===== config.mk =====
export PLATFORM = sky130hd
export DESIGN_NAME = pld_module_io_port_logic
export DESIGN_NICKNAME = d
export VERILOG_FILES = /design/src/core/pld_io_pkg.sv /design/src/core/pld_module_io_port_logic.sv /design/src/core/pin_sync.sv
export SDC_FILE = /design/constraint.sdc
export NUM_CORES = 1
export LEC_CHECK = 0
export BUFFER_PORTS_ARGS = -buffer_cell sky130_fd_sc_hd__buf_4
export CORE_AREA = 5 5 176 178
export CTS_CLUSTER_SIZE = 10
export DETAILED_ROUTE_END_ITERATION = 8
export DIE_AREA = 0 0 181 183
export GPL_TIMING_DRIVEN = 0
export PLACE_DENSITY = 0.43
export RECOVER_POWER = 50
export SETUP_SLACK_MARGIN = 0.2
export SKIP_LAST_GASP = 1
export SYNTH_ARGS = -nofsm -noshare
export SYNTH_HDL_FRONTEND = slang
export SYNTH_SLANG_ARGS = --single-unit

===== constraint.sdc =====
create_clock -name i_clk -period 2 [get_ports i_clk]
set_input_delay 0.2 -clock i_clk [delete_from_list [all_inputs] [get_ports i_clk]]
set_output_delay 0.2 -clock i_clk [all_outputs]
set_load 0.01 [all_outputs]

===== src/core/pld_io_pkg.sv =====
// Package: offsets, widths, reset values and carriers for the PLD module I/O port logic
package pld_io_pkg;
    localparam int unsigned PORT_W = 8;
    localparam int unsigned ADDR_W = 8;
    localparam logic [7:0] OFS_A_SAMPLE = 8'h00;
    localparam logic [7:0] OFS_B_SAMPLE = 8'h01;
    localparam logic [7:0] OFS_A_ADDR_EN = 8'h02;
    localparam logic [7:0] OFS_B_ADDR_EN = 8'h03;
    localparam logic [7:0] OFS_A_OUT = 8'h04;
    localparam logic [7:0] OFS_B_OUT = 8'h05;
    localparam logic [7:0] OFS_A_DIR = 8'h06;
    localparam logic [7:0] OFS_B_DIR = 8'h07;
    localparam logic [7:0] OFS_C_SAMPLE = 8'h10;
    localparam logic [7:0] OFS_D_SAMPLE = 8'h11;
    localparam logic [7:0] OFS_C_OUT = 8'h12;
    localparam logic [7:0] OFS_D_OUT = 8'h13;
    localparam logic [7:0] OFS_C_DIR = 8'h14;
    localparam logic [7:0] OFS_D_DIR = 8'h15;
    localparam logic [7:0] RST_REG = 8'h00;
    // Implemented bits per port
    localparam logic [7:0] MASK_A = 8'hFF;
    localparam logic [7:0] MASK_B = 8'hFF;
    localparam logic [7:0] MASK_C = 8'h9C;
    localparam logic [7:0] MASK_D = 8'h06;
    // Register bus request from the processor
    typedef struct packed {
        logic sel;
        logic wr;
        logic rd;
        logic [7:0] ofs;
        logic [7:0] wdata;
    } reg_req_t;
    // Per-port programmable-array control
    typedef struct packed {
        logic [7:0] pld_out_sel;
        logic [7:0] pld_oe;
        logic [7:0] pld_data;
    } pld_ctl_t;
endpackage : pld_io_pkg


===== src/core/pld_module_io_port_logic.sv =====
// Module: run-time I/O logic for ports A..D of the programmable-logic module
// Notes on behaviour
// - Sample registers return current pin levels; A 00h, B 01h, C 10h, D 11h.
// - Unimplemented port C and D sample bits are undefined; here read zero.
// - Output-value bits set the driven level; A 04h, B 05h, C 12h, D 13h.
// - Output-value registers clear to 00h at reset.
// - Direction bit 1 is output, 0 input; A 06h, B 07h, C 14h, D 15h.
// - After reset all pins are high-impedance inputs unless an array output-enable drives them.
// - Pin enable is array output-enable OR direction bit.
// - An active array output-enable drives the pin even with direction cleared.
// - Ports A-C reach the array through input macrocells; port D directly.
// - A-C may carry general array outputs; D carries decode array chip selects.
// - Array-output pins ignore the output-value register and address output; their direction bit still enables the pin.
// - Array-input pins stay readable and their direction bit still acts.
// - Macrocells used as internal nodes leave their pins free.
// - Address-out bit 1 drives an address bit; A at 02h, B at 03h.
// - Port A pin n carries A[n]; port B low or high byte by configuration.
// - Address output is chosen per pin independently.
// - Port A address enable and A, D direction clear to 00h.
// - Address captured at the latch strobe and held during data phase.
// - Port A absent on the small package variant.
`timescale 1ns/10ps
module pld_module_io_port_logic
    import pld_io_pkg::*;
#(
    parameter bit HAS_PORT_A = 1'b1, // Cleared for the small package
    parameter bit PORT_B_HIGH_BYTE = 1'b0 // Port B carries A8..A15 when set
) (
    input wire logic i_clk, // System clock, 20 MHz
    input wire logic i_rst_n, // Sync reset, low active
    input wire reg_req_t i_req, // Register access from processor
    output logic [7:0] o_rdata, // Read data, one cycle after request
    output logic o_rvalid, // Read data valid pulse
    input wire logic i_ale, // Address latch strobe
    input wire logic [15:0] i_ad, // Multiplexed address/data bus
    input wire pld_ctl_t i_pld_a, // Array controls for port A
    input wire pld_ctl_t i_pld_b, // Array controls for port B
    input wire pld_ctl_t i_pld_c, // Array controls for port C
    input wire pld_ctl_t i_pld_d, // Decode array chip selects for port D
    input wire logic [7:0] i_first_port_pins, // Port A pin levels
    input wire logic [7:0] i_second_port_pins, // Port B pin levels
    input wire logic [7:0] i_third_port_pins, // Port C pin levels
    input wire logic [7:0] i_fourth_port_pins, // Port D pin levels
    output logic [7:0] o_first_port_pins, // Port A drive level
    output logic [7:0] o_second_port_pins, // Port B drive level
    output logic [7:0] o_third_port_pins, // Port C drive level
    output logic [7:0] o_fourth_port_pins, // Port D drive level
    output logic [7:0] o_first_port_oe, // Port A output enable
    output logic [7:0] o_second_port_oe, // Port B output enable
    output logic [7:0] o_third_port_oe, // Port C output enable
    output logic [7:0] o_fourth_port_oe, // Port D output enable
    output logic [7:0] o_input_macrocell_a, // Port A to input macrocells
    output logic [7:0] o_input_macrocell_b, // Port B to input macrocells
    output logic [7:0] o_input_macrocell_c, // Port C to input macrocells
    output logic [7:0] o_array_in_d // Port D straight to array input bus
);
    // ****************************************
    // Pin synchronisers
    // ****************************************
    logic [31:0] pins_sync;

    pin_sync #(.W(32)) u_pin_sync (
        .i_clk(i_clk),
        .i_rst_n(i_rst_n),
        .i_async({i_fourth_port_pins, i_third_port_pins, i_second_port_pins,
                  i_first_port_pins}),
        .o_sync(pins_sync)
    );

    logic [7:0] mask_a_eff;
    assign mask_a_eff = HAS_PORT_A ? MASK_A : 8'h00;

    logic [7:0] sync_a, sync_b, sync_c, sync_d;
    assign sync_a = pins_sync[7:0] & mask_a_eff;
    assign sync_b = pins_sync[15:8] & MASK_B;
    assign sync_c = pins_sync[23:16] & MASK_C;
    assign sync_d = pins_sync[31:24] & MASK_D;

    // ****************************************
    // Register file
    // ****************************************
    logic [7:0] a_addr_en_ff, b_addr_en_ff;
    logic [7:0] a_out_ff, b_out_ff, c_out_ff, d_out_ff;
    logic [7:0] a_dir_ff, b_dir_ff, c_dir_ff, d_dir_ff;
    logic wr;
    assign wr = i_req.sel && i_req.wr;

    always_ff @(posedge i_clk) begin
        if (!i_rst_n) begin
            a_addr_en_ff <= RST_REG;
            b_addr_en_ff <= RST_REG;
        end else if (wr) begin
            if (i_req.ofs == OFS_A_ADDR_EN)
                a_addr_en_ff <= i_req.wdata & mask_a_eff;
            if (i_req.ofs == OFS_B_ADDR_EN)
                b_addr_en_ff <= i_req.wdata;
        end
    end

    always_ff @(posedge i_clk) begin
        if (!i_rst_n) begin
            a_out_ff <= RST_REG;
            b_out_ff <= RST_REG;
            c_out_ff <= RST_REG;
            d_out_ff <= RST_REG;
        end else if (wr) begin
            unique case (i_req.ofs)
                OFS_A_OUT: a_out_ff <= i_req.wdata & mask_a_eff;
                OFS_B_OUT: b_out_ff <= i_req.wdata & MASK_B;
                OFS_C_OUT: c_out_ff <= i_req.wdata & MASK_C;
                OFS_D_OUT: d_out_ff <= i_req.wdata & MASK_D;
                default: ;
            endcase
        end
    end

    always_ff @(posedge i_clk) begin
        if (!i_rst_n) begin
            a_dir_ff <= RST_REG;
            b_dir_ff <= RST_REG;
            c_dir_ff <= RST_REG;
            d_dir_ff <= RST_REG;
        end else if (wr) begin
            unique case (i_req.ofs)
                OFS_A_DIR: a_dir_ff <= i_req.wdata & mask_a_eff;
                OFS_B_DIR: b_dir_ff <= i_req.wdata & MASK_B;
                OFS_C_DIR: c_dir_ff <= i_req.wdata & MASK_C;
                OFS_D_DIR: d_dir_ff <= i_req.wdata & MASK_D;
                default: ;
            endcase
        end
    end

    // Read mux; unmapped offsets and absent port A return zero
    logic [7:0] nxt_rdata;
    always_comb begin
        nxt_rdata = 8'h00;
        unique case (i_req.ofs)
            OFS_A_SAMPLE: nxt_rdata = sync_a;
            OFS_B_SAMPLE: nxt_rdata = sync_b;
            OFS_C_SAMPLE: nxt_rdata = sync_c;
            OFS_D_SAMPLE: nxt_rdata = sync_d;
            OFS_A_ADDR_EN: nxt_rdata = a_addr_en_ff;
            OFS_B_ADDR_EN: nxt_rdata = b_addr_en_ff;
            OFS_A_OUT: nxt_rdata = a_out_ff;
            OFS_B_OUT: nxt_rdata = b_out_ff;
            OFS_C_OUT: nxt_rdata = c_out_ff;
            OFS_D_OUT: nxt_rdata = d_out_ff;
            OFS_A_DIR: nxt_rdata = a_dir_ff;
            OFS_B_DIR: nxt_rdata = b_dir_ff;
            OFS_C_DIR: nxt_rdata = c_dir_ff;
            OFS_D_DIR: nxt_rdata = d_dir_ff;
            default: nxt_rdata = 8'h00;
        endcase
    end

    logic [7:0] rdata_ff;
    logic rvalid_ff;
    always_ff @(posedge i_clk) begin
        if (!i_rst_n) begin
            rdata_ff <= 8'h00;
            rvalid_ff <= 1'b0;
        end else begin
            rvalid_ff <= i_req.sel && i_req.rd;
            if (i_req.sel && i_req.rd)
                rdata_ff <= nxt_rdata;
        end
    end
    assign o_rdata = rdata_ff;
    assign o_rvalid = rvalid_ff;

    // ****************************************
    // Address latch
    // ****************************************
    // Captured while the strobe is high, held through the data phase
    logic [15:0] addr_ff;
    always_ff @(posedge i_clk) begin
        if (!i_rst_n)
            addr_ff <= 16'h0000;
        else if (i_ale)
            addr_ff <= i_ad;
    end
    logic [7:0] addr_b;
    assign addr_b = PORT_B_HIGH_BYTE ? addr_ff[15:8] : addr_ff[7:0];

    // ****************************************
    // Pin drive
    // ****************************************
    // Priority per pin: array output, then address output, then MCU I/O
    function automatic logic [15:0] pin_mux(
        input logic [7:0] sel,
        input logic [7:0] oe,
        input logic [7:0] pld_dat,
        input logic [7:0] adr_en,
        input logic [7:0] adr,
        input logic [7:0] dout,
        input logic [7:0] dir,
        input logic [7:0] mask
    );
        logic [7:0] lvl;
        logic [7:0] en;
        lvl = 8'h00;
        en = 8'h00;
        for (int i = 0; i < 8; i++) begin
            if (sel[i]) begin
                lvl[i] = pld_dat[i];
                en[i] = oe[i] | dir[i];
            end else if (adr_en[i]) begin
                lvl[i] = adr[i];
                en[i] = oe[i] | dir[i];
            end else begin
                lvl[i] = dout[i];
                en[i] = oe[i] | dir[i];
            end
        end
        return {lvl & mask, en & mask};
    endfunction : pin_mux

    logic [15:0] nxt_a, nxt_b, nxt_c, nxt_d;
    assign nxt_a = pin_mux(i_pld_a.pld_out_sel, i_pld_a.pld_oe, i_pld_a.pld_data,
                           a_addr_en_ff, addr_ff[7:0], a_out_ff, a_dir_ff, mask_a_eff);
    assign nxt_b = pin_mux(i_pld_b.pld_out_sel, i_pld_b.pld_oe, i_pld_b.pld_data,
                           b_addr_en_ff, addr_b, b_out_ff, b_dir_ff, MASK_B);
    assign nxt_c = pin_mux(i_pld_c.pld_out_sel, i_pld_c.pld_oe, i_pld_c.pld_data,
                           8'h00, 8'h00, c_out_ff, c_dir_ff, MASK_C);
    assign nxt_d = pin_mux(i_pld_d.pld_out_sel, i_pld_d.pld_oe, i_pld_d.pld_data,
                           8'h00, 8'h00, d_out_ff, d_dir_ff, MASK_D);

    logic [63:0] drive_ff;
    always_ff @(posedge i_clk) begin
        if (!i_rst_n)
            drive_ff <= '0;
        else
            drive_ff <= {nxt_d, nxt_c, nxt_b, nxt_a};
    end
    assign o_first_port_pins = drive_ff[15:8];
    assign o_first_port_oe = drive_ff[7:0];
    assign o_second_port_pins = drive_ff[31:24];
    assign o_second_port_oe = drive_ff[23:16];
    assign o_third_port_pins = drive_ff[47:40];
    assign o_third_port_oe = drive_ff[39:32];
    assign o_fourth_port_pins = drive_ff[63:56];
    assign o_fourth_port_oe = drive_ff[55:48];

    // ****************************************
    // Array input paths
    // ****************************************
    logic [31:0] arr_in_ff;
    always_ff @(posedge i_clk) begin
        if (!i_rst_n)
            arr_in_ff <= '0;
        else
            arr_in_ff <= {sync_d, sync_c, sync_b, sync_a};
    end
    assign o_input_macrocell_a = arr_in_ff[7:0];
    assign o_input_macrocell_b = arr_in_ff[15:8];
    assign o_input_macrocell_c = arr_in_ff[23:16];
    assign o_array_in_d = arr_in_ff[31:24];

    // ****************************************
    // Assertions: reset state
    // ****************************************
    // The first edge after a release still shows the reset outputs
    a_dir_reset: assert property (@(posedge i_clk)
        !i_rst_n |=> a_dir_ff == 8'h00 && d_dir_ff == 8'h00 && a_addr_en_ff == 8'h00)
        else $error("reset values wrong");
    a_out_reset: assert property (@(posedge i_clk)
        !i_rst_n |=> b_out_ff == 8'h00 && d_out_ff == 8'h00)
        else $error("output value not cleared");
    a_pins_float: assert property (@(posedge i_clk)
        !i_rst_n |=> o_third_port_oe == 8'h00)
        else $error("pin enabled during reset");

    // ****************************************
    // Assertions: register bus
    // ****************************************
    a_write_dir: assert property (@(posedge i_clk) disable iff (!i_rst_n)
        (wr && i_req.ofs == OFS_D_DIR) |=> d_dir_ff == ($past(i_req.wdata) & MASK_D))
        else $error("direction write wrong");
    a_read_cycle: assert property (@(posedge i_clk) disable iff (!i_rst_n)
        (i_req.sel && i_req.rd) |=> o_rvalid)
        else $error("read not answered next cycle");
    a_read_pulse: assert property (@(posedge i_clk) disable iff (!i_rst_n)
        !(i_req.sel && i_req.rd) |=> !o_rvalid)
        else $error("read valid without a read");
    a_rdata_stands: assert property (@(posedge i_clk) disable iff (!i_rst_n)
        !(i_req.sel && i_req.rd) |=> $stable(o_rdata))
        else $error("read data changed without a read");
    a_unimpl_bits: assert property (@(posedge i_clk) disable iff (!i_rst_n)
        ((c_out_ff | c_dir_ff) & ~MASK_C) == 8'h00
        && ((d_out_ff | d_dir_ff) & ~MASK_D) == 8'h00)
        else $error("unimplemented bit stored");

    // ****************************************
    // Assertions: pin drive and array paths
    // ****************************************
    a_oe_merge: assert property (@(posedge i_clk) disable iff (!i_rst_n)
        $past(i_rst_n) |-> o_second_port_oe == $past(i_pld_b.pld_oe | b_dir_ff))
        else $error("port B enable not OR of array enable and direction");
    a_oe_merge_c: assert property (@(posedge i_clk) disable iff (!i_rst_n)
        $past(i_rst_n) |-> o_third_port_oe == $past((i_pld_c.pld_oe | c_dir_ff) & MASK_C))
        else $error("port C enable not OR of array enable and direction");
    a_pld_oe_reset: assert property (@(posedge i_clk) disable iff (!i_rst_n)
        (i_pld_b.pld_oe[0] && b_dir_ff[0] == 1'b0) |=> o_second_port_oe[0])
        else $error("array enable did not drive pin");
    a_pld_owns_pin: assert property (@(posedge i_clk) disable iff (!i_rst_n)
        i_pld_b.pld_out_sel[0] |=> o_second_port_pins[0] == $past(i_pld_b.pld_data[0]))
        else $error("array output not driven");
    a_chip_select: assert property (@(posedge i_clk) disable iff (!i_rst_n)
        i_pld_d.pld_out_sel[1] |=> o_fourth_port_pins[1] == $past(i_pld_d.pld_data[1]))
        else $error("chip select not driven on port D");
    a_addr_hold: assert property (@(posedge i_clk) disable iff (!i_rst_n)
        (i_ale ##1 !i_ale) |=> addr_ff == $past(i_ad, 2))
        else $error("latched address not held");
    a_addr_mode: assert property (@(posedge i_clk) disable iff (!i_rst_n)
        (a_addr_en_ff[0] && !i_pld_a.pld_out_sel[0])
        |=> o_first_port_pins[0] == $past(addr_ff[0] & mask_a_eff[0]))
        else $error("port A pin 0 not carrying address bit");
    a_byte_select: assert property (@(posedge i_clk) disable iff (!i_rst_n)
        (b_addr_en_ff[0] && !i_pld_b.pld_out_sel[0])
        |=> o_second_port_pins[0] == $past(PORT_B_HIGH_BYTE ? addr_ff[8] : addr_ff[0]))
        else $error("port B pin 0 carrying wrong address byte");
    a_absent_port: assert property (@(posedge i_clk) disable iff (!i_rst_n)
        !HAS_PORT_A |-> o_first_port_oe == 8'h00 && a_out_ff == 8'h00 && a_dir_ff == 8'h00)
        else $error("absent port A became active");
    a_array_input: assert property (@(posedge i_clk) disable iff (!i_rst_n)
        $past(i_rst_n) |-> o_array_in_d == $past(sync_d)
        && o_input_macrocell_c == $past(sync_c))
        else $error("array input path wrong");

    // ****************************************
    // Coverage of the main scenarios
    // ****************************************
    c_addr_out: cover property (@(posedge i_clk) disable iff (!i_rst_n)
        |b_addr_en_ff && i_ale);
    c_pld_pin: cover property (@(posedge i_clk) disable iff (!i_rst_n)
        |i_pld_c.pld_out_sel);
    c_read_d: cover property (@(posedge i_clk) disable iff (!i_rst_n)
        i_req.sel && i_req.rd && i_req.ofs == OFS_D_SAMPLE);
    c_array_over_addr: cover property (@(posedge i_clk) disable iff (!i_rst_n)
        |(i_pld_b.pld_out_sel & b_addr_en_ff));
    c_chip_select: cover property (@(posedge i_clk) disable iff (!i_rst_n)
        |i_pld_d.pld_out_sel);
endmodule : pld_module_io_port_logic


===== src/core/pin_sync.sv =====
// Module: two-stage synchroniser for a bank of pins
`timescale 1ns/10ps
module pin_sync #(
    parameter int unsigned W = 8
) (
    input wire logic i_clk, // System clock
    input wire logic i_rst_n, // Sync reset, low active
    input wire logic [W-1:0] i_async, // Raw pin levels
    output logic [W-1:0] o_sync // Synchronised levels
);
    logic [W-1:0] meta_ff;
    logic [W-1:0] sync_ff;

    always_ff @(posedge i_clk) begin
        if (!i_rst_n) begin
            meta_ff <= '0;
            sync_ff <= '0;
        end else begin
            meta_ff <= i_async;
            sync_ff <= meta_ff;
        end
    end

    assign o_sync = sync_ff;
endmodule : pin_sync


==> impl_metrics.toml, run 1 <==
[logic_synthesis]
synth.distinct_cells = 47
synth.top_cells.by_area = "dfxtp_1 52%, mux2i_1 7.9%, and2_1 6.1%"
yosys_warnings = 0
netlist_area_mm2 = 0.00722
yosys.area_share.simple = 0.221
synth.largest_area_cell = "dfxtp_1"
synth_top_family_by_area = "simple AND/OR/NAND/NOR gates"
async_flop_share = 0
synth-compound-area-share = 0.0886
synth.avg_cell_area_um2 = 9.60
syn-instance-count = 752
ys_seq_area_frac = 0.519
muxShareOfSynthArea = 0.109
synth-seq-cells = 187
yosysTopAreaCellShare = 0.519
yosys.area_share.adder = 0
synth_xor_area_frac = 0
synth-edff-count = 0
ys.flop_type = "dfxtp_1"

[critical_path]
worstPathRequired_ns = 2.31
rrSetupSlack_ns = 0.29
crit_path_start_kind = "register"
path_class = "register to register"
crit_path_end_kind = "register"
crit_arrival_ns = 2.01
worstPathMaxFanout = 3

[detailed_routing]
ant_nets = 0
drc_errors = 0
viasPerCell = 4.25
dr.first_iter.drc_count = 324
wirelength_um = 26100
wl_per_cell_um = 17.6
drtPass1Iterations = 4
vias = 6275

[global_route]
grt_use_total = 0.156
use_met1 = 0.199
top_usage_layer = "met2"
antenna_found_initial = 0
use_met2 = 0.263
grt_pass1_wl_um = 39000
use_met3 = 0.0401
grt-ovfl-total = 0
grt_pass1_vias = 6384
grt_max_degree = 19

[timing]
fmax_mhz = 586
setup-violations-final = 0
hold_viol = 0
slew-limit-headroom = 0.311
clock_skew_ns = 0.0106
layout_setup_ws_ns = 0.294
min_period_ns = 1.71
finalMaxSlewViolations = 0
tightest_slew_ns = 1.03
rsz0062_at_grt = "false"
fin_crit_sh = 0.853
fin_hold_ws_ns = 0.0198

[pwr]
irDropWorstVdd_mv = 0.510
power.total_mw = 7.93
pwr_density_cell_mw_per_mm2 = 760
p_leak_nw = 4.19

[layout]
insertedDiodeCount = 0
drive_gt1_frac = 0.211
multi_input_area_mm2 = 0.00314
fillCellCount = 3072
stdcell_count = 1478
final_common_cell = "dfxtp_1"
area_growth_pct = 44.5
final_cell_area_mm2 = 0.0104
nNetsFinal = 1241
layout_common_cells = "187 x dfxtp_1, 160 x buf_4, 105 x nor2_1"
seq_area_mm2 = 0.00374

[clock_tree]
clk-insertion-delay-late_ns = 0.44
cts_tree = "done"
clk_pin_slew_ns = 0.08
h-tree-depth = 4
clock_path_buffers = 2
root_buffer = "clkbuf_16"
cts_inserted_buffers = 17
cts_sinks = 187

[floorplanning]
start_util = 0.247
num_rows = 63
die_h_um = 183
die_area_mm2 = 0.0331
io_pins = 271
core_mm2 = 0.0292
fp.dieW_um = 181

[placement]
gp_congestion = 0.819
dp_hpwl_um = 19200
place_inst = 1355
dpl-instance-area_mm2 = 0.00920
dp_worst_setup_slack_ns = -0.464
port-buffer-count = 184

[min_path]
worstHoldPathType = "input pin to register"

[status]
outcome = "finished clean"

[flow_run]
maxCapViolCount = 0
worst max-delay path, stage by stage (launching register included):
cell,delay (ns)
dfxtp_1,0.41
mux2i_2,0.39
nor2_1,0.07
a21oi_1,0.11
dlygate4sd3_1,0.55
nor2_1,0.04
state kept, by name (all words and copies together) (netlist names), 4 cells and up:
name,flops
drive_ff,44
arr_in_ff,22
u_pin_sync.meta_ff,22
u_pin_sync.o_sync,22
a_addr_en_ff,8
a_dir_ff,8
a_out_ff,8
addr_ff,8
b_addr_en_ff,8
b_dir_ff,8
b_out_ff,8
o_rdata,8
c_dir_ff,4
c_out_ff,4
area by class of cell:
cell class	count	share of cell area
Tap cell	390	0.0468
Timing Repair Buffer	275	0.196
Clock inverter	14	0.0125
Sequential cell	187	0.359
Buffer	75	0.0429
Inverter	1	0.000360
Multi-Input combinational cell	518	0.301
Clock buffer	18	0.0411
metal layers:
| layer | up-vias | wire (um) |
|---|---|---|
| li1 | 3110 | - |
| met1 | 2939 | 11600 |
| met2 | 201 | 12500 |
| met3 | 25 | 1560 |
| met4 | 0 | 390 |
| met5 | - | 0 |
per-stage QoR:
step	util	TNS [ns]
5_1_grt	0.357	0
2_1_floorplan	-	0
3_3_place_gp	0.314	-6.42
6_report	0.357	0
4_1_cts	0.364	0
3_5_place_dp	0.314	-6.43
synthesized netlist by cell type (3+ instances only):
library cell	instances
and3_1	5
buf_2	7
a22o_1	4
and2_1	70
mux2_2	5
o21ai_0	5
a311oi_1	3
nor3_1	3
nor2b_1	12
buf_4	36
dfxtp_1	187
nand2_1	78
nand3_1	28
a21oi_1	55
mux4_2	7
clkbuf_1	29
a21boi_0	7
a31oi_1	5
mux2i_1	57
buf_6	3
nor2_1	106
a32o_1	5
nand3b_1	4
power by group:
part,leakage [nW],switching [mW],internal [mW]
combinational,2.40,0.375,0.415
sequential,1.53,0.0404,3.83
clock,0.269,1.63,1.65
final timing paths:
check,startpoint,endpoint,depth (start not counted)
hold reg to reg,u_pin_sync.meta_ff[12]$_SDFF_PN0_,u_pin_sync.o_sync[12]$_SDFF_PN0_,1
setup / recovery,a_addr_en_ff[2]$_SDFFE_PN0P_,drive_ff[10]$_SDFF_PN0_,5
hold / removal,i_ad[2],addr_ff[2]$_SDFFE_PN0P_,3
setup reg to reg,a_addr_en_ff[2]$_SDFFE_PN0P_,drive_ff[10]$_SDFF_PN0_,5
kinds of logic (layout without fill, tap and decap cells):
family                 count (synthesis)  count (layout)
other                                  1              30
DFF                                  187             187
AOI/OAI and AO/OA                     97              97
buffers and inverters                 76             383
and+or+nand+nor                      322             322
muxes                                 69              69
timing repair:
action                                  CTS  global route
endpoints found under the hold margin    67             0
endpoints found under the setup margin    8            15
hold buffers                             88             0
buffers inserted                          0             3
gates resized for setup                   1             2
Note: power is estimated with default switching activity, not from simulation.
==> run 2: changes to the inputs <==
--- a/config.mk
+++ b/config.mk
@@ -6,12 +6,12 @@
 export NUM_CORES = 1
 export LEC_CHECK = 0
 export BUFFER_PORTS_ARGS = -buffer_cell sky130_fd_sc_hd__buf_4
-export CORE_AREA = 5 5 176 178
+export CORE_AREA = 5 5 128 130
 export CTS_CLUSTER_SIZE = 10
 export DETAILED_ROUTE_END_ITERATION = 8
-export DIE_AREA = 0 0 181 183
+export DIE_AREA = 0 0 133 135
 export GPL_TIMING_DRIVEN = 0
-export PLACE_DENSITY = 0.43
+export PLACE_DENSITY = 0.75
 export RECOVER_POWER = 50
 export SETUP_SLACK_MARGIN = 0.2
 export SKIP_LAST_GASP = 1
==> impl_metrics.toml, run 2 (synthesis gave the netlist of run 1 again) <==
[floorplanning]
num_rows = 45
core_mm2 = 0.0150
io_pins = 271
fp.dieW_um = 133
start_util = 0.480
die_area_mm2 = 0.0180
die_h_um = 135

[clock_tree]
postCtsSetupRepairBufs = 0
cts_sinks = 187
cts_tree = "done"
clock_path_buffers = 2
root_buffer = "clkbuf_16"
clk-insertion-delay-late_ns = 0.44
h-tree-depth = 4
clk_pin_slew_ns = 0.07
cts_inserted_buffers = 17

[critical_path]
crit_arrival_ns = 1.97
crit_path_start_kind = "register"
crit_path_end_kind = "register"
r2r_cells = 5
cp_slowest_cell = "dlygate4sd3_1"
worstPathRequired_ns = 2.28
worstPathMaxFanout = 3
critical-path-max-stage-delay_ns = 0.57
path_class = "register to register"
path_common_cell = "nor2_1"
crit_chain = "mux2i_1, nor2_1, a21oi_1, dlygate4sd3_1, nor2_1"

[layout]
fillCellCount = 1190
insertedDiodeCount = 0
layout_common_cells = "187 x dfxtp_1, 162 x buf_4, 105 x nor2_1"
nNetsFinal = 1229
largest_reg_flops = 44
final_common_cell = "dfxtp_1"
drive_gt1_frac = 0.212
final_cell_area_mm2 = 0.0101
area_growth_pct = 39.9
top_register = "drive_ff"

[timing]
hold_viol = 0
clock_skew_ns = 0.00834
finalMaxSlewViolations = 0
slew-limit-headroom = 0.376
fin_crit_sh = 0.846
fmax_mhz = 591
fin_hold_ws_ns = 0.0102
rsz0062_at_grt = "false"
timing.setup.tns_ns = 0
tightest_slew_ns = 0.936
setup-violations-final = 0
layout_setup_ws_ns = 0.309
min_period_ns = 1.69

[detailed_routing]
drtPass1Iterations = 5
ant_nets = 0
wl_per_cell_um = 17.9
vias = 6456
wirelength_um = 22600
viasPerCell = 5.11
drc_errors = 0
dr.first_iter.drc_count = 532

[placement]
dpl-instance-area_mm2 = 0.00894
dp_hpwl_um = 15700
port-buffer-count = 184
dp_worst_setup_slack_ns = -0.140
gp_congestion = 0.941

[global_route]
grt_pass1_wl_um = 34700
grt_max_degree = 17
grt_pass1_vias = 6460
grt_use_total = 0.249
grt-ovfl-total = 0
antenna_found_initial = 0

[pwr]
pwr_density_cell_mw_per_mm2 = 791
irDropWorstVdd_mv = 0.668
p_leak_nw = 4.18

[status]
outcome = "finished clean"

[min_path]
worstHoldPathType = "input pin to register"
holdPathStages = 3

[flow_run]
maxCapViolCount = 0
[run 2: cell types whose count changed in the layout (fill, tap and decap cells not counted), moves of 2 or more]
cell and delta:
inv_8 -4, and2_1 -4, clkinv_2 +3, and2_0 +4, clkbuf_8 +2, dlygate4sd3_1 -9
clkinv_4 -4, clkbuf_1 -3, bufinv_16 +2, buf_4 +2
[run 2: report_power, final]
group	internal, mW	total, mW	switching (mW)
registers	3.83	3.87	0.0386
clock network	1.91	3.34	1.44
logic	0.405	0.776	0.371
total	6.14	7.99	1.84
[run 2: metrics by stage]
stage / instances / util / power [mW]
after floorplan: 781 / - / 4.26
after global placement: 1153 / 0.595 / 4.61
after detailed placement: 1153 / 0.595 / 4.62
after CTS: 1264 / 0.686 / 8.04
after global routing: 1264 / 0.672 / 8.22
final: 1264 / 0.672 / 7.99
[run 2: path summary, 6_finish.rpt]
| check | start | endpoint | slack [ns] |
|---|---|---|---|
| worst max-delay path | b_addr_en_ff[2]$_SDFFE_PN0P_ | drive_ff[26]$_SDFF_PN0_ | 0.31 |
| worst min-delay path | i_pld_a[17] | drive_ff[9]$_SDFF_PN0_ | 0.01 |
| worst max register to register | b_addr_en_ff[2]$_SDFFE_PN0P_ | drive_ff[26]$_SDFF_PN0_ | 0.31 |
| worst min register to register | u_pin_sync.meta_ff[10]$_SDFF_PN0_ | u_pin_sync.o_sync[10]$_SDFF_PN0_ | 0.43 |
[run 2: layout make-up]
cell class              count  area, um^2  area share
multi-input cells         518        3130       0.310
inverters                   1        3.75    0.000372
well taps                 188         235      0.0233
flip-flops and latches    187        3740       0.371
plain buffers              75         448      0.0444
repair buffers            263        1950       0.194
clock buffers              22         464      0.0460
clock inverters            10         116      0.0115
[run 2: worst max-delay path: cells and delay by family (launching register included)]
| family | cells | cell delay (ns) |
|---|---|---|
| DFF | 1 | 0.39 |
| buffers and inverters | 1 | 0.57 |
| AOI/OAI and AO/OA | 1 | 0.13 |
| muxes | 1 | 0.31 |
| and+or+nand+nor | 2 | 0.13 |
[run 2: routing by layer]
metal	wire length, um	share of wire	vias up	global-route usage
li1	-	-	3086	-
met1	9270	0.41	2985	0.318
met2	10700	0.48	337	0.411
met3	1940	0.086	48	0.0514
met4	647	0.029	0	0.104
met5	0	0	-	0
[run 2: repair_timing]
item	4_1_cts	5_1_grt
setup endpoints to repair	0	8
hold endpoints to repair	66	0
resized for setup	0	1
hold buffers	79	0
